### config.mk
export PLATFORM = sky130hd
export DESIGN_NAME = bmd_top
export DESIGN_NICKNAME = d
export VERILOG_FILES = /design/src/bmd_pkg.sv /design/src/bmd_mem_if.sv /design/src/bmd_mem.sv /design/src/bmd_top.sv
export SDC_FILE = /design/constraint.sdc
export NUM_CORES = 1
export LEC_CHECK = 0
export ABC_AREA = 1
export BUFFER_PORTS_ARGS = -buffer_cell sky130_fd_sc_hd__buf_2
export CORE_ASPECT_RATIO = 1.2
export CORE_MARGIN = 4
export CORE_UTILIZATION = 35
export DETAILED_ROUTE_END_ITERATION = 6
export PLACE_DENSITY = 0.51
export RECOVER_POWER = 100
export SLEW_MARGIN = 25
export SYNTH_ARGS = -nofsm -noshare
export SYNTH_HDL_FRONTEND = slang
export SYNTH_HIERARCHICAL = 1
export SYNTH_SLANG_ARGS = --single-unit
### constraint.sdc
create_clock -name core_clk_i -period 6.5 [get_ports core_clk_i]
set_clock_uncertainty 0.15 [all_clocks]
set_input_delay 0 -clock core_clk_i [delete_from_list [all_inputs] [get_ports core_clk_i]]
set_output_delay 0 -clock core_clk_i [all_outputs]
set_load 0.01 [all_outputs]
### src/bmd_pkg.sv
// Shared constants and types for the banked data memory decoder.
package bmd_pkg;

  localparam int unsigned DATA_W = 8;
  localparam int unsigned GP_AW = 7;
  localparam int unsigned GP_DEPTH = 128;

  typedef logic [DATA_W-1:0] bmd_byte_t;

  // Locations of the two indirect ports and of the registers held inside this block.
  localparam bmd_byte_t ADDR_IND0 = 8'h00;
  localparam bmd_byte_t ADDR_PTR0 = 8'h01;
  localparam bmd_byte_t ADDR_IND1 = 8'h02;
  localparam bmd_byte_t ADDR_PTR1 = 8'h03;
  localparam bmd_byte_t ADDR_BANK = 8'h04;

  // Decoding landmarks.
  localparam bmd_byte_t ADDR_EEC = 8'h40;
  localparam bmd_byte_t ADDR_GP_BASE = 8'h80;
  localparam bmd_byte_t GP_TOP_SMALL = 8'hDF;
  localparam bmd_byte_t GP_TOP_LARGE = 8'hFF;

  // Values.
  localparam bmd_byte_t PTR_RST = 8'h00;
  localparam logic BANK_RST = 1'b0;
  localparam bmd_byte_t ZERO_BYTE = 8'h00;
  localparam bmd_byte_t FULL_MASK = 8'hFF;
  localparam bmd_byte_t BIT_ONE = 8'h01;
  localparam int unsigned BANK_BIT = 0;

  // Special function locations below the general area that hold nothing.
  localparam logic [127:0] SFR_UNUSED_MAP = 128'hFF00_0102_0402_0101_0002_0100_0500_1000;
  // Special function locations that are read only.
  localparam logic [127:0] SFR_PROT_MAP = 128'h0000_0000_0000_0000_0000_0000_0000_0100;

  typedef enum logic [2:0] {
    TGT_NONE,
    TGT_PTR0,
    TGT_PTR1,
    TGT_BANK,
    TGT_SFR,
    TGT_MEM
  } bmd_target_t;

  typedef enum logic [1:0] {
    SRC_ZERO,
    SRC_HOLD,
    SRC_SFR,
    SRC_MEM
  } bmd_src_t;

endpackage

### src/bmd_mem_if.sv
// Connection between the decoder and its general purpose byte store.
`timescale 1ns/1ps
interface bmd_mem_if;
  import bmd_pkg::*;

  logic [GP_AW-1:0] addr;
  logic rd_en;
  logic wr_en;
  bmd_byte_t wdata;
  bmd_byte_t wmask;
  bmd_byte_t rdata;

  modport ctrl (
    output addr,
    output rd_en,
    output wr_en,
    output wdata,
    output wmask,
    input rdata
  );

  modport store (
    input addr,
    input rd_en,
    input wr_en,
    input wdata,
    input wmask,
    output rdata
  );
endinterface

### src/bmd_mem.sv
// General purpose byte store with per-bit write enables and registered read data.
`timescale 1ns/1ps
module bmd_mem
  import bmd_pkg::*;
(
  // Clock and reset.
  input wire logic core_clk_i,
  input wire logic reset_n_i,
  // Access port.
  bmd_mem_if.store mem
);

  bmd_byte_t ram [GP_DEPTH];
  bmd_byte_t word_d;
  bmd_byte_t rdata_d;
  bmd_byte_t rdata_q;

  // Only the bits selected by the mask change, so bit operations keep the rest.
  always_comb
  begin
    word_d = (ram[mem.addr] & ~mem.wmask) | (mem.wdata & mem.wmask);
    rdata_d = mem.rd_en ? ram[mem.addr] : rdata_q;
  end

  always_ff @(posedge core_clk_i)
  begin
    if (mem.wr_en)
    begin
      ram[mem.addr] <= word_d;
    end
  end

  always_ff @(posedge core_clk_i)
  begin
    if (!reset_n_i)
    begin
      rdata_q <= ZERO_BYTE;
    end
    else
    begin
      rdata_q <= rdata_d;
    end
  end

  assign mem.rdata = rdata_q;

endmodule

### src/bmd_top.sv
// Banked data memory decoder: pointers, bank selection, decoding and general RAM.
`timescale 1ns/1ps
module bmd_top
  import bmd_pkg::*;
#(
  parameter bit LARGE_VARIANT = 1'b1
)
(
  // Clock and reset.
  input wire logic core_clk_i,
  input wire logic reset_n_i,
  input wire logic wdt_pd_reset_i,
  // Core data access.
  input wire logic [7:0] acc_addr_i,
  input wire logic acc_rd_i,
  input wire logic acc_wr_i,
  input wire logic acc_bset_i,
  input wire logic acc_bclr_i,
  input wire logic [2:0] acc_bit_i,
  input wire bmd_pkg::bmd_byte_t acc_wdata_i,
  output logic [7:0] acc_rdata_o,
  // Peripheral special function registers.
  output logic [6:0] sfr_addr_o,
  output logic sfr_rd_o,
  output logic sfr_wr_o,
  output bmd_pkg::bmd_byte_t sfr_wdata_o,
  output bmd_pkg::bmd_byte_t sfr_wmask_o,
  input wire bmd_pkg::bmd_byte_t sfr_rdata_i,
  // Bank state.
  output logic bank_sel_o
);

  import bmd_pkg::*;

  localparam bmd_byte_t GP_TOP = LARGE_VARIANT ? GP_TOP_LARGE : GP_TOP_SMALL;

  function automatic logic in_gp(input bmd_byte_t a);
    in_gp = (a >= ADDR_GP_BASE) && (a <= GP_TOP);
  endfunction

  function automatic bmd_byte_t make_mask(input logic wr, input logic bit_op,
                                          input logic [2:0] b);
    make_mask = (!wr && bit_op) ? (BIT_ONE << b) : FULL_MASK;
  endfunction

  function automatic bmd_byte_t make_data(input logic wr, input logic bset,
                                          input bmd_byte_t d);
    if (wr)
    begin
      make_data = d;
    end
    else
    begin
      make_data = bset ? FULL_MASK : ZERO_BYTE;
    end
  endfunction

  function automatic bmd_byte_t apply_mask(input bmd_byte_t old, input bmd_byte_t d,
                                           input bmd_byte_t m);
    apply_mask = (old & ~m) | (d & m);
  endfunction

  bmd_mem_if mem_bus ();

  logic is_wr;
  logic is_acc;
  logic ind0;
  logic ind1;
  logic eff_bank1;
  bmd_byte_t eff_addr;
  bmd_byte_t wmask;
  bmd_byte_t wdata;
  bmd_target_t tgt_d;

  bmd_byte_t ptr0_d, ptr0_q;
  bmd_byte_t ptr1_d, ptr1_q;
  logic bank_d, bank_q;
  bmd_src_t src_d, src_q;
  bmd_byte_t hold_d, hold_q;
  logic [6:0] sfr_addr_d, sfr_addr_q;
  logic sfr_rd_d, sfr_rd_q;
  logic sfr_wr_d, sfr_wr_q;
  bmd_byte_t sfr_wdata_d, sfr_wdata_q;
  bmd_byte_t sfr_wmask_d, sfr_wmask_q;

  // Address resolution and target decoding for the access offered this cycle.
  always_comb
  begin
    is_wr = acc_wr_i | acc_bset_i | acc_bclr_i;
    is_acc = is_wr | acc_rd_i;
    wmask = make_mask(acc_wr_i, acc_bset_i | acc_bclr_i, acc_bit_i);
    wdata = make_data(acc_wr_i, acc_bset_i, acc_wdata_i);
    ind0 = (acc_addr_i == ADDR_IND0);
    ind1 = (acc_addr_i == ADDR_IND1);
    eff_addr = ind0 ? ptr0_q : (ind1 ? ptr1_q : acc_addr_i);
    eff_bank1 = ind1 & bank_q;
    if (!is_acc)
    begin
      tgt_d = TGT_NONE;
    end
    else if ((ind0 | ind1) && (eff_addr == ADDR_IND0 || eff_addr == ADDR_IND1))
    begin
      tgt_d = TGT_NONE;
    end
    else if (eff_addr >= ADDR_GP_BASE)
    begin
      tgt_d = (!eff_bank1 && in_gp(eff_addr)) ? TGT_MEM : TGT_NONE;
    end
    else if (eff_addr == ADDR_EEC)
    begin
      tgt_d = eff_bank1 ? TGT_SFR : TGT_NONE;
    end
    else if (eff_addr == ADDR_PTR0)
    begin
      tgt_d = TGT_PTR0;
    end
    else if (eff_addr == ADDR_PTR1)
    begin
      tgt_d = TGT_PTR1;
    end
    else if (eff_addr == ADDR_BANK)
    begin
      tgt_d = TGT_BANK;
    end
    else
    begin
      tgt_d = SFR_UNUSED_MAP[eff_addr[6:0]] ? TGT_NONE : TGT_SFR;
    end
  end

  // Pointer and bank registers.
  always_comb
  begin
    ptr0_d = ptr0_q;
    ptr1_d = ptr1_q;
    bank_d = bank_q;
    if (is_wr)
    begin
      if (tgt_d == TGT_PTR0)
      begin
        ptr0_d = apply_mask(ptr0_q, wdata, wmask);
      end
      if (tgt_d == TGT_PTR1)
      begin
        ptr1_d = apply_mask(ptr1_q, wdata, wmask);
      end
      if (tgt_d == TGT_BANK)
      begin
        bank_d = wmask[BANK_BIT] ? wdata[BANK_BIT] : bank_q;
      end
    end
  end

  always_ff @(posedge core_clk_i)
  begin
    if (!reset_n_i)
    begin
      ptr0_q <= PTR_RST;
      ptr1_q <= PTR_RST;
      if (!wdt_pd_reset_i)
      begin
        bank_q <= BANK_RST;
      end
    end
    else
    begin
      ptr0_q <= ptr0_d;
      ptr1_q <= ptr1_d;
      bank_q <= bank_d;
    end
  end

  // Read source selection and peripheral register strobes.
  always_comb
  begin
    src_d = SRC_ZERO;
    hold_d = ZERO_BYTE;
    if (acc_rd_i)
    begin
      unique case (tgt_d)
        TGT_NONE: src_d = SRC_ZERO;
        TGT_PTR0:
        begin
          src_d = SRC_HOLD;
          hold_d = ptr0_q;
        end
        TGT_PTR1:
        begin
          src_d = SRC_HOLD;
          hold_d = ptr1_q;
        end
        TGT_BANK:
        begin
          src_d = SRC_HOLD;
          hold_d = ZERO_BYTE;
          hold_d[BANK_BIT] = bank_q;
        end
        TGT_SFR: src_d = SRC_SFR;
        TGT_MEM: src_d = SRC_MEM;
      endcase
    end
    sfr_addr_d = eff_addr[6:0];
    sfr_rd_d = acc_rd_i && (tgt_d == TGT_SFR);
    sfr_wr_d = is_wr && (tgt_d == TGT_SFR) && !SFR_PROT_MAP[eff_addr[6:0]];
    sfr_wdata_d = wdata;
    sfr_wmask_d = wmask;
  end

  always_ff @(posedge core_clk_i)
  begin
    if (!reset_n_i)
    begin
      src_q <= SRC_ZERO;
      hold_q <= ZERO_BYTE;
      sfr_addr_q <= ZERO_BYTE[6:0];
      sfr_rd_q <= 1'b0;
      sfr_wr_q <= 1'b0;
      sfr_wdata_q <= ZERO_BYTE;
      sfr_wmask_q <= ZERO_BYTE;
    end
    else
    begin
      src_q <= src_d;
      hold_q <= hold_d;
      sfr_addr_q <= sfr_addr_d;
      sfr_rd_q <= sfr_rd_d;
      sfr_wr_q <= sfr_wr_d;
      sfr_wdata_q <= sfr_wdata_d;
      sfr_wmask_q <= sfr_wmask_d;
    end
  end

  // The general area maps 80H upward onto the store's index.
  assign mem_bus.addr = eff_addr[GP_AW-1:0];
  assign mem_bus.rd_en = acc_rd_i && (tgt_d == TGT_MEM);
  assign mem_bus.wr_en = is_wr && (tgt_d == TGT_MEM);
  assign mem_bus.wdata = wdata;
  assign mem_bus.wmask = wmask;

  bmd_mem u_mem (
    .core_clk_i (core_clk_i),
    .reset_n_i (reset_n_i),
    .mem (mem_bus.store)
  );

  always_comb
  begin
    unique case (src_q)
      SRC_ZERO: acc_rdata_o = ZERO_BYTE;
      SRC_HOLD: acc_rdata_o = hold_q;
      SRC_SFR: acc_rdata_o = sfr_rdata_i;
      SRC_MEM: acc_rdata_o = mem_bus.rdata;
    endcase
  end

  assign sfr_addr_o = sfr_addr_q;
  assign sfr_rd_o = sfr_rd_q;
  assign sfr_wr_o = sfr_wr_q;
  assign sfr_wdata_o = sfr_wdata_q;
  assign sfr_wmask_o = sfr_wmask_q;
  assign bank_sel_o = bank_q;
endmodule

==> report_table.html, run 1 <==
<table>
<tr><th>Metric</th><th>Value</th></tr>
<tr><th colspan="2">Status</th></tr>
<tr><td>Result of the run</td><td>finished with violations</td></tr>
<tr><td>Failing checks</td><td>max-capacitance violations, max-slew violations</td></tr>
<tr><th colspan="2">Worst setup path</th></tr>
<tr><td>Dominant cell type by count on the critical path</td><td>sky130_fd_sc_hd__nand2_1</td></tr>
<tr><td>Slowest cell on crit path</td><td>sky130_fd_sc_hd__clkinv_1</td></tr>
<tr><td>Start point of the critical path</td><td>acc_addr_i[1]</td></tr>
<tr><td>Crit path capture type</td><td>register</td></tr>
<tr><td>Largest fanout on the critical path</td><td>104</td></tr>
<tr><td>Top cell family by delay on the critical path</td><td>buffers and inverters</td></tr>
<tr><td>Arrival time reported for the critical path endpoint</td><td>5.98 ns</td></tr>
<tr><td>Setup Crit Path Kind</td><td>primary input to register</td></tr>
<tr><td>Data required time of the worst path</td><td>6.65 ns</td></tr>
<tr><td>Highest cell delay on the worst timing path</td><td>0.85 ns</td></tr>
<tr><td>Worst path buffer plus inverter count</td><td>7</td></tr>
<tr><td>Cells along the critical path</td><td>dlygate4sd3_1, clkbuf_1, nor2_1, nand3_1, dlygate4sd3_1, nor2_1, nand2_1, nand3_1, inv_1, nand2_1, clkinv_1, clkbuf_1, nand2_1, nand2_1, o21ai_0, nand2_1, nor2_1, o21ai_4, buf_6</td></tr>
<tr><td>Worst Setup Start Kind</td><td>primary input</td></tr>
<tr><th colspan="2">Drt</th></tr>
<tr><td>Number of iterations in the first detailed-routing pass</td><td>5</td></tr>
<tr><td>Remaining design rule violation count</td><td>0</td></tr>
<tr><td>Final routed wire length divided by cell count</td><td>19.49 µm</td></tr>
<tr><td>Post-detailed-route via-to-cell ratio</td><td>4.752</td></tr>
<tr><td>Routed wire length</td><td>131600 µm</td></tr>
<tr><td>Number of vias after detailed routing</td><td>32080</td></tr>
<tr><td>Final antenna-violating net count</td><td>0</td></tr>
<tr><td>Initial detailed-routing violation count</td><td>2602</td></tr>
<tr><th colspan="2">Die</th></tr>
<tr><td>Starting density of the core</td><td>0.3538</td></tr>
<tr><td>Number of top-level pins</td><td>68</td></tr>
<tr><td>DIE HEIGHT</td><td>408.8 µm</td></tr>
<tr><td>Core outline area</td><td>0.1324 mm²</td></tr>
<tr><td>Horizontal die dimension</td><td>342.0 µm</td></tr>
<tr><td>Placement Rows</td><td>146</td></tr>
<tr><td>Die area</td><td>0.1398 mm²</td></tr>
<tr><th colspan="2">Final layout</th></tr>
<tr><td>Cell area after layout</td><td>0.05298 mm²</td></tr>
<tr><td>Area taken by multi-input logic gates</td><td>0.01316 mm²</td></tr>
<tr><td>Antenna Cells</td><td>0</td></tr>
<tr><td>Share of post-route cells with drive strength above 1</td><td>0.06151</td></tr>
<tr><td>Nets</td><td>4917</td></tr>
<tr><td>Filler Cell Count</td><td>13050</td></tr>
<tr><td>Total area of sequential cells</td><td>0.03196 mm²</td></tr>
<tr><td>Area growth from synthesis to final layout</td><td>13.06%</td></tr>
<tr><th colspan="2">GRT</th></tr>
<tr><td>Remaining Overflow, GRT</td><td>0</td></tr>
<tr><td>Global-route wire length before repair</td><td>199200 µm</td></tr>
<tr><td>Vias in the first global route</td><td>31250</td></tr>
<tr><td>Pin count of the biggest net entering global routing</td><td>187</td></tr>
<tr><td>Antenna violations before repair</td><td>0</td></tr>
<tr><td>Global Route Usage Sum</td><td>0.1862</td></tr>
<tr><th colspan="2">Power and ir drop</th></tr>
<tr><td>Flop pwr share</td><td>0.516</td></tr>
<tr><td>Areal power density over the cells</td><td>286.6 mW/mm²</td></tr>
<tr><td>Sw Pwr</td><td>3.604 mW</td></tr>
<tr><td>Switching share of total power</td><td>0.2374</td></tr>
<tr><td>Clock power frac</td><td>0.403</td></tr>
<tr><td>Comb pwr share</td><td>0.082</td></tr>
<tr><td>Total power after layout</td><td>15.18 mW</td></tr>
<tr><td>LEAKAGE</td><td>21.83 nW</td></tr>
<tr><td>Cell internal pwr</td><td>11.58 mW</td></tr>
<tr><td>Worst VDD drop</td><td>202.6 µV</td></tr>
<tr><th colspan="2">Place</th></tr>
<tr><td>Worst slack at placement</td><td>1.728 ns</td></tr>
<tr><td>Cell Area, Placed</td><td>0.04918 mm²</td></tr>
<tr><td>Post-DP HPWL</td><td>76840 µm</td></tr>
<tr><td>Input/output buffers</td><td>67</td></tr>
<tr><td>Weighted congestion at the end of routability-driven global placement</td><td>0.8597</td></tr>
<tr><th colspan="2">Logic synthesis</th></tr>
<tr><td>Post-synthesis instance area</td><td>0.04686 mm²</td></tr>
<tr><td>Main area contributors after synthesis</td><td>sky130_fd_sc_hd__edfxtp_1 66%, sky130_fd_sc_hd__nand2_1 23%, sky130_fd_sc_hd__dfxtp_1 2.5%, sky130_fd_sc_hd__nor2_1 1.9%, sky130_fd_sc_hd__buf_2 1.5%</td></tr>
<tr><td>Share of Yosys cell area claimed by the top area cell type</td><td>0.6568</td></tr>
<tr><td>Number of enable flip-flop cells after synthesis</td><td>1025</td></tr>
<tr><td>Leading area contributor after synthesis</td><td>sky130_fd_sc_hd__edfxtp_1</td></tr>
<tr><td>Count of cell types in the netlist</td><td>35</td></tr>
<tr><td>Average cell area after synthesis</td><td>9.752 µm²</td></tr>
<tr><td>Dominant synthesized flop cell</td><td>sky130_fd_sc_hd__edfxtp_1</td></tr>
<tr><td>Number of instances in the synthesized netlist</td><td>4805</td></tr>
<tr><td>Syn_nets</td><td>4839</td></tr>
<tr><td>Proportion of register bits with asynchronous set or reset after synthesis</td><td>0</td></tr>
<tr><td>Part of the Yosys area used for sequential elements</td><td>0.6820</td></tr>
<tr><td>Count of yosys warnings during synthesis</td><td>6</td></tr>
<tr><td>Number of synthesized register bits</td><td>1084</td></tr>
<tr><th colspan="2">Clock network</th></tr>
<tr><td>Clk Tree Root Cell</td><td>sky130_fd_sc_hd__clkbuf_16</td></tr>
<tr><td>Count of H-tree levels built during CTS</td><td>3</td></tr>
<tr><td>Count of clock tree sinks</td><td>1084</td></tr>
<tr><td>Worst skew pair latency</td><td>0.71 ns</td></tr>
<tr><td>Worst-case clock buffer depth</td><td>3</td></tr>
<tr><td>Clock transition at the registers of the reported paths</td><td>0.06 ns</td></tr>
<tr><td>Number of resized instances in the post-cts repair step</td><td>0</td></tr>
<tr><td>TritonCTS Buffers</td><td>108</td></tr>
<tr><td>Clock tree from TritonCTS</td><td>yes</td></tr>
<tr><th colspan="2">STA</th></tr>
<tr><td>Fmax</td><td>0.1714 GHz</td></tr>
<tr><td>Final number of max-transition violations</td><td>36</td></tr>
<tr><td>Post-route fraction of the period consumed by the critical path</td><td>0.8974</td></tr>
<tr><td>RSZ-0062 raised after global routing</td><td>no</td></tr>
<tr><td>Worst max-slew margin expressed relative to the limit</td><td>-0.1181</td></tr>
<tr><td>Worst hold slack across all endpoints</td><td>0.08550 ns</td></tr>
<tr><td>Total negative slack</td><td>0 ns</td></tr>
<tr><td>Finish-stage setup viols</td><td>0</td></tr>
<tr><td>Count of endpoints failing hold in the final timing report</td><td>0</td></tr>
<tr><td>Slew of the pin with the lowest slew margin</td><td>1.677 ns</td></tr>
<tr><td>Final setup slack of the worst path</td><td>0.6668 ns</td></tr>
<tr><td>Tmin final</td><td>5.833 ns</td></tr>
<tr><th colspan="2">Hold path</th></tr>
<tr><td>Min-delay src</td><td>acc_rd_i</td></tr>
<tr><td>Kind of path behind the tightest hold check</td><td>primary input to register</td></tr>
<tr><th colspan="2">Run</th></tr>
<tr><td>MaxCap Viol Count</td><td>1</td></tr>
</table>
-- through the flow --
| step | utilization | cells |
|---|---|---|
| 4_1_cts | 0.4021 | 6751 |
| 2_1_floorplan | - | 4805 |
| 3_3_place_gp | 0.3713 | 6486 |
| 6_report | 0.4000 | 6751 |
| 5_1_grt | 0.4000 | 6751 |
| 3_5_place_dp | 0.3713 | 6486 |
-- cell usage after synthesis (9+ instances only) --
cell                       number
sky130_fd_sc_hd__a21oi_1       45
sky130_fd_sc_hd__buf_6         12
sky130_fd_sc_hd__inv_1        125
sky130_fd_sc_hd__dfxtp_1       59
sky130_fd_sc_hd__nand2_2       11
sky130_fd_sc_hd__nand3_1       52
sky130_fd_sc_hd__buf_2        141
sky130_fd_sc_hd__buf_1         12
sky130_fd_sc_hd__buf_4          9
sky130_fd_sc_hd__nand2_1     2851
sky130_fd_sc_hd__nor2_2        25
sky130_fd_sc_hd__inv_2         11
sky130_fd_sc_hd__edfxtp_1    1025
sky130_fd_sc_hd__nand4_2        9
sky130_fd_sc_hd__o21ai_1       42
sky130_fd_sc_hd__clkbuf_1      53
sky130_fd_sc_hd__o21ai_0       38
sky130_fd_sc_hd__nor2_1       231
-- worst register-to-register path, cell delays in order, from the launching register on --
cell and delay, ns:
sky130_fd_sc_hd__dfxtp_1 0.36, sky130_fd_sc_hd__nand3_1 0.12, sky130_fd_sc_hd__nand3_1 0.49, sky130_fd_sc_hd__nand2_1 0.42, sky130_fd_sc_hd__clkinv_1 0.85, sky130_fd_sc_hd__clkbuf_1 0.48, sky130_fd_sc_hd__nand2_1 0.14, sky130_fd_sc_hd__nand2_1 0.05
sky130_fd_sc_hd__o21ai_0 0.54, sky130_fd_sc_hd__nand2_1 0.22, sky130_fd_sc_hd__nor2_1 0.39, sky130_fd_sc_hd__o21ai_4 0.08, sky130_fd_sc_hd__buf_6 0.38
-- layout make-up --
type                    count  share of cell area
inverters                 139             0.01034
flip-flops and latches   1084              0.6033
well taps                1776             0.04194
multi-input cells        3355              0.2484
clock inverters            64            0.009447
repair buffers            195             0.03091
clock buffers             138             0.05571
-- power by group through the flow --
stage | registers (mW) | clock network [mW] | logic [mW]
finish | 7.83 | 6.11 | 1.24
global route | 7.83 | 6.56 | 1.37
CTS | 7.83 | 6.26 | 1.28
detailed placement | 7.98 | 0 | 1.24
global placement | 7.98 | 0 | 1.23
floorplan | 8.03 | 0 | 0.683
-- worst paths after layout --
| check | endpoint | slack [ns] | depth (start not counted) |
|---|---|---|---|
| worst min register to register | u_mem/mem.rdata[3]$_SDFFE_PN0P_ | 0.40 | 2 |
| worst min-delay path | sfr_rd_o$_SDFF_PN0_ | 0.09 | 4 |
| worst max register to register | u_mem/ram[34][7]$_DFFE_PP_ | 1.35 | 12 |
| worst max-delay path | u_mem/ram[34][7]$_DFFE_PP_ | 0.67 | 19 |
-- repair_timing --
| item | 4_1_cts | 5_1_grt |
|---|---|---|
| hold endpoints to repair | 61 | 0 |
| hold buffers | 63 | 0 |
| setup buffers | 0 | 0 |
-- per-layer routing --
metal  GRT usage  share of wire
met5           0              0
met4     0.07661          0.039
met3     0.01997          0.047
met2      0.3070           0.47
met1      0.2514           0.44
-- state kept, by name, summed over array words and instances (netlist names), named ones only --
name and cells:
src_q 2, bank_sel_o 1, u_mem/mem.rdata 8, sfr_addr_o 7
sfr_wmask_o 8, sfr_wr_o 1, sfr_wdata_o 8, sfr_rd_o 1
u_mem/ram 1024, hold_q 8
-- cells by family after synthesis --
group,after synthesis,synth area share
compound gates,137,0.01546
flops,1084,0.6820
simple gates,3218,0.2667
buf+inv,366,0.03578
-- cell usage in the layout (no fill, tap or decap), types with 2 or more instances in the layout --
| cell type | Yosys | final |
|---|---|---|
| sky130_fd_sc_hd__nand2_1 | 2851 | 2859 |
| sky130_fd_sc_hd__edfxtp_1 | 1025 | 1025 |
| sky130_fd_sc_hd__nor2_1 | 231 | 237 |
| sky130_fd_sc_hd__inv_1 | 125 | 123 |
| sky130_fd_sc_hd__clkbuf_16 | 0 | 111 |
| sky130_fd_sc_hd__dlygate4sd3_1 | 0 | 63 |
| sky130_fd_sc_hd__dfxtp_1 | 59 | 59 |
| sky130_fd_sc_hd__nand3_1 | 52 | 57 |
| sky130_fd_sc_hd__clkbuf_1 | 53 | 57 |
| sky130_fd_sc_hd__o21ai_0 | 38 | 50 |
| sky130_fd_sc_hd__a21oi_1 | 45 | 46 |
| sky130_fd_sc_hd__clkinv_1 | 2 | 36 |
| sky130_fd_sc_hd__buf_4 | 9 | 35 |
| sky130_fd_sc_hd__buf_2 | 141 | 31 |
| sky130_fd_sc_hd__o21ai_1 | 42 | 27 |
| sky130_fd_sc_hd__nor2_2 | 25 | 24 |
| sky130_fd_sc_hd__buf_12 | 0 | 20 |
| sky130_fd_sc_hd__clkinv_2 | 0 | 16 |
| sky130_fd_sc_hd__inv_2 | 11 | 10 |
| sky130_fd_sc_hd__nand4_2 | 9 | 9 |
| sky130_fd_sc_hd__o211ai_1 | 8 | 8 |
| sky130_fd_sc_hd__nand4_1 | 8 | 8 |
| sky130_fd_sc_hd__bufinv_16 | 0 | 7 |
| sky130_fd_sc_hd__nor3_1 | 5 | 6 |
| sky130_fd_sc_hd__clkbuf_8 | 0 | 6 |
| sky130_fd_sc_hd__clkbuf_2 | 0 | 5 |
| sky130_fd_sc_hd__nand2_2 | 11 | 4 |
| sky130_fd_sc_hd__inv_6 | 0 | 4 |
| sky130_fd_sc_hd__clkbuf_4 | 0 | 4 |
| sky130_fd_sc_hd__or2_1 | 4 | 4 |
| sky130_fd_sc_hd__nor2_4 | 8 | 3 |
| sky130_fd_sc_hd__nand3_4 | 0 | 2 |
| sky130_fd_sc_hd__clkinvlp_4 | 0 | 2 |
| sky130_fd_sc_hd__inv_16 | 0 | 2 |
| sky130_fd_sc_hd__or2_2 | 2 | 2 |
| sky130_fd_sc_hd__o21ai_4 | 0 | 2 |
(Power assumes the default switching activity.)
==> run 2, diff against run 1 <==
--- a/config.mk
+++ b/config.mk
@@ -8,7 +8,7 @@
 export ABC_AREA = 1
 export BUFFER_PORTS_ARGS = -buffer_cell sky130_fd_sc_hd__buf_2
 export CORE_ASPECT_RATIO = 1.2
-export CORE_MARGIN = 4
+export CORE_MARGIN = 2
 export CORE_UTILIZATION = 35
 export DETAILED_ROUTE_END_ITERATION = 6
 export PLACE_DENSITY = 0.51
==> run 2 against run 1 <==
Against the previous run:
- the flow still finishes with violations (max-capacitance violations, max-slew violations)
- clock power up 3.6%
- sequential share of layout area about the same
- combinational power about the same
- fmax shrank 1.8%
- sequential power about the same
- clock-buffer cell count shrank 6
- critical path type unchanged
- largest power group unchanged
- highest routed layer unchanged
==> report_table.html, run 2 (synthesis gave the netlist of run 1 again) <==
<table>
<tr><th>Metric</th><th>Value</th></tr>
<tr><th colspan="2">Power and ir drop</th></tr>
<tr><td>Areal power density over the cells</td><td>290.7 mW/mm²</td></tr>
<tr><td>Total power after layout</td><td>15.40 mW</td></tr>
<tr><td>LEAKAGE</td><td>21.80 nW</td></tr>
<tr><td>Worst VDD drop</td><td>248.2 µV</td></tr>
<tr><th colspan="2">Final layout</th></tr>
<tr><td>Total area of sequential cells</td><td>0.03196 mm²</td></tr>
<tr><td>Antenna Cells</td><td>0</td></tr>
<tr><td>Register name with the most flops</td><td>u_mem/ram</td></tr>
<tr><td>Area growth from synthesis to final layout</td><td>13.04%</td></tr>
<tr><td>Largest register FFs</td><td>1024</td></tr>
<tr><td>Top library cells by usage in the layout, fill and taps aside</td><td>2857 x sky130_fd_sc_hd__nand2_1, 1025 x sky130_fd_sc_hd__edfxtp_1, 241 x sky130_fd_sc_hd__nor2_1, 123 x sky130_fd_sc_hd__inv_1, 112 x sky130_fd_sc_hd__clkbuf_16</td></tr>
<tr><td>Share of post-route cells with drive strength above 1</td><td>0.06318</td></tr>
<tr><td>Filler Cell Count</td><td>13020</td></tr>
<tr><td>Most common cell after layout, fill and taps aside</td><td>sky130_fd_sc_hd__nand2_1</td></tr>
<tr><td>Layout Utilization</td><td>0.3972</td></tr>
<tr><td>Nets</td><td>4899</td></tr>
<tr><td>Area taken by multi-input logic gates</td><td>0.01322 mm²</td></tr>
<tr><th colspan="2">Place</th></tr>
<tr><td>Input/output buffers</td><td>67</td></tr>
<tr><td>Post-DP HPWL</td><td>76970 µm</td></tr>
<tr><td>Weighted congestion at the end of routability-driven global placement</td><td>0.8631</td></tr>
<tr><th colspan="2">Die</th></tr>
<tr><td>DIE HEIGHT</td><td>404.8 µm</td></tr>
<tr><td>Number of top-level pins</td><td>68</td></tr>
<tr><td>Horizontal die dimension</td><td>338.0 µm</td></tr>
<tr><td>Starting density of the core</td><td>0.3514</td></tr>
<tr><td>Core outline area</td><td>0.1333 mm²</td></tr>
<tr><td>Die area</td><td>0.1368 mm²</td></tr>
<tr><td>Placement Rows</td><td>147</td></tr>
<tr><th colspan="2">Drt</th></tr>
<tr><td>Number of iterations in the first detailed-routing pass</td><td>5</td></tr>
<tr><td>Post-detailed-route via-to-cell ratio</td><td>4.735</td></tr>
<tr><td>Final routed wire length divided by cell count</td><td>19.67 µm</td></tr>
<tr><td>Routed wire length</td><td>132600 µm</td></tr>
<tr><td>Initial detailed-routing violation count</td><td>2448</td></tr>
<tr><td>Final antenna-violating net count</td><td>0</td></tr>
<tr><td>Remaining design rule violation count</td><td>0</td></tr>
<tr><td>Number of vias after detailed routing</td><td>31930</td></tr>
<tr><th colspan="2">GRT</th></tr>
<tr><td>Global-route wire length before repair</td><td>198000 µm</td></tr>
<tr><td>Met2 usage in global routing</td><td>0.3311</td></tr>
<tr><td>Vias in the first global route</td><td>31320</td></tr>
<tr><td>Antenna violations before repair</td><td>0</td></tr>
<tr><td>Pin count of the biggest net entering global routing</td><td>202</td></tr>
<tr><td>Met1 usage in global routing</td><td>0.2494</td></tr>
<tr><td>Remaining Overflow, GRT</td><td>0</td></tr>
<tr><td>Busiest layer in global routing</td><td>met2</td></tr>
<tr><td>M3 GR Usage</td><td>0.01986</td></tr>
<tr><td>Global Route Usage Sum</td><td>0.1927</td></tr>
<tr><th colspan="2">Clock network</th></tr>
<tr><td>Count of clock tree sinks</td><td>1084</td></tr>
<tr><td>Count of H-tree levels built during CTS</td><td>3</td></tr>
<tr><td>TritonCTS Buffers</td><td>105</td></tr>
<tr><td>Clock transition at the registers of the reported paths</td><td>0.06 ns</td></tr>
<tr><td>Cts hold-fix bufs</td><td>54</td></tr>
<tr><td>Clk Tree Root Cell</td><td>sky130_fd_sc_hd__clkbuf_16</td></tr>
<tr><td>Worst skew pair latency</td><td>0.71 ns</td></tr>
<tr><td>Worst-case clock buffer depth</td><td>3</td></tr>
<tr><td>Number of resized instances in the post-cts repair step</td><td>0</td></tr>
<tr><td>Setup fix buffers added after clock tree synthesis</td><td>0</td></tr>
<tr><td>Clock tree from TritonCTS</td><td>yes</td></tr>
<tr><th colspan="2">STA</th></tr>
<tr><td>Count of endpoints failing hold in the final timing report</td><td>0</td></tr>
<tr><td>Total negative slack</td><td>0 ns</td></tr>
<tr><td>Finish-stage setup viols</td><td>0</td></tr>
<tr><td>Tmin final</td><td>5.938 ns</td></tr>
<tr><td>Final number of max-transition violations</td><td>36</td></tr>
<tr><td>Post-route fraction of the period consumed by the critical path</td><td>0.9135</td></tr>
<tr><td>Slew of the pin with the lowest slew margin</td><td>1.802 ns</td></tr>
<tr><td>Worst max-slew margin expressed relative to the limit</td><td>-0.2016</td></tr>
<tr><td>RSZ-0062 raised after global routing</td><td>no</td></tr>
<tr><td>Fmax</td><td>0.1684 GHz</td></tr>
<tr><th colspan="2">Worst setup path</th></tr>
<tr><td>Largest fanout on the critical path</td><td>128</td></tr>
<tr><td>Data required time of the worst path</td><td>6.60 ns</td></tr>
<tr><td>Crit path capture type</td><td>register</td></tr>
<tr><td>Worst Setup Start Kind</td><td>primary input</td></tr>
<tr><td>Worst R2R Setup Slack</td><td>0.72 ns</td></tr>
<tr><td>Setup Crit Path Kind</td><td>primary input to register</td></tr>
<tr><td>Arrival time reported for the critical path endpoint</td><td>6.04 ns</td></tr>
<tr><th colspan="2">Status</th></tr>
<tr><td>Failing checks</td><td>max-capacitance violations, max-slew violations</td></tr>
<tr><td>Result of the run</td><td>finished with violations</td></tr>
<tr><th colspan="2">Run</th></tr>
<tr><td>MaxCap Viol Count</td><td>1</td></tr>
<tr><th colspan="2">Hold path</th></tr>
<tr><td>Kind of path behind the tightest hold check</td><td>primary input to register</td></tr>
</table>
-- run 2: cell count changes in the layout (fill, tap and decap cells not counted), moves of 5 or more --
cell                            delta
sky130_fd_sc_hd__o21ai_0           -6
sky130_fd_sc_hd__buf_4             -7
sky130_fd_sc_hd__clkinv_2         +12
sky130_fd_sc_hd__bufinv_16         +6
sky130_fd_sc_hd__clkinv_1         -17
sky130_fd_sc_hd__buf_12            -5
sky130_fd_sc_hd__nor2_2            -5
sky130_fd_sc_hd__dlygate4sd3_1     -9
-- run 2: power breakdown --
group | switching [mW] | internal (mW)
registers | 0.0124 | 7.82
logic | 0.967 | 0.265
clock network | 2.65 | 3.68
total | 3.63 | 11.8
-- run 2: final timing paths --
check                start                          to  cells past startpoint
min               acc_rd_i        hold_q[6]$_SDFF_PN0_                      4
max reg2reg       register  u_mem/ram[38][3]$_DFFE_PP_                     14
min reg2reg       register                    register                      2
max          acc_addr_i[1]  u_mem/ram[38][3]$_DFFE_PP_                     19
-- run 2: final cells by class --
cell class	count	share of cell area
clock inverter	64	0.01221
tap	1788	0.04224
timing repair buffer	180	0.02733
inverter	139	0.01035
sequential	1084	0.6034
multi-input combinational	3355	0.2496
clock buffer	132	0.05490
-- run 2: metal layers --
metal	vias up	share of wire	routed length [µm]
met1	15350	0.43	56700
met3	183	0.044	5780
met2	787	0.49	65560
met4	0	0.035	4579
li1	15610	-	-
met5	-	0	0
-- run 2: through the flow --
step / std cells / area (µm²) / hold slack, ns / setup WS (ns)
after global placement: 6492 / 49140 / 0.1430 / 1.506
after detailed placement: 6492 / 49140 / 0.1402 / 1.449
after CTS: 6742 / 53240 / 0.05092 / 0.9718
after global routing: 6742 / 52970 / 0.1153 / 0.3812
final: 6742 / 52970 / 0.09086 / 0.5624
after floorplan: 4805 / 46860 / -0.01647 / 0.6196
-- run 2: critical path, cell delays in order --
cell	delay, ns
sky130_fd_sc_hd__dlygate4sd3_1	0.53
sky130_fd_sc_hd__buf_2	0.14
sky130_fd_sc_hd__nor2_1	0.12
sky130_fd_sc_hd__nand3_2	0.11
sky130_fd_sc_hd__nor2_1	0.37
sky130_fd_sc_hd__nand2_1	0.17
sky130_fd_sc_hd__nand3_4	0.41
sky130_fd_sc_hd__clkbuf_2	0.92
sky130_fd_sc_hd__inv_4	0.42
sky130_fd_sc_hd__buf_12	0.38
sky130_fd_sc_hd__nand2_1	0.15
sky130_fd_sc_hd__nand2_1	0.09
sky130_fd_sc_hd__nand2_1	0.06
sky130_fd_sc_hd__nand2_1	0.10
sky130_fd_sc_hd__o21ai_0	0.56
sky130_fd_sc_hd__nand2_1	0.26
sky130_fd_sc_hd__nor2_1	0.45
sky130_fd_sc_hd__o21ai_4	0.07
sky130_fd_sc_hd__buf_6	0.43
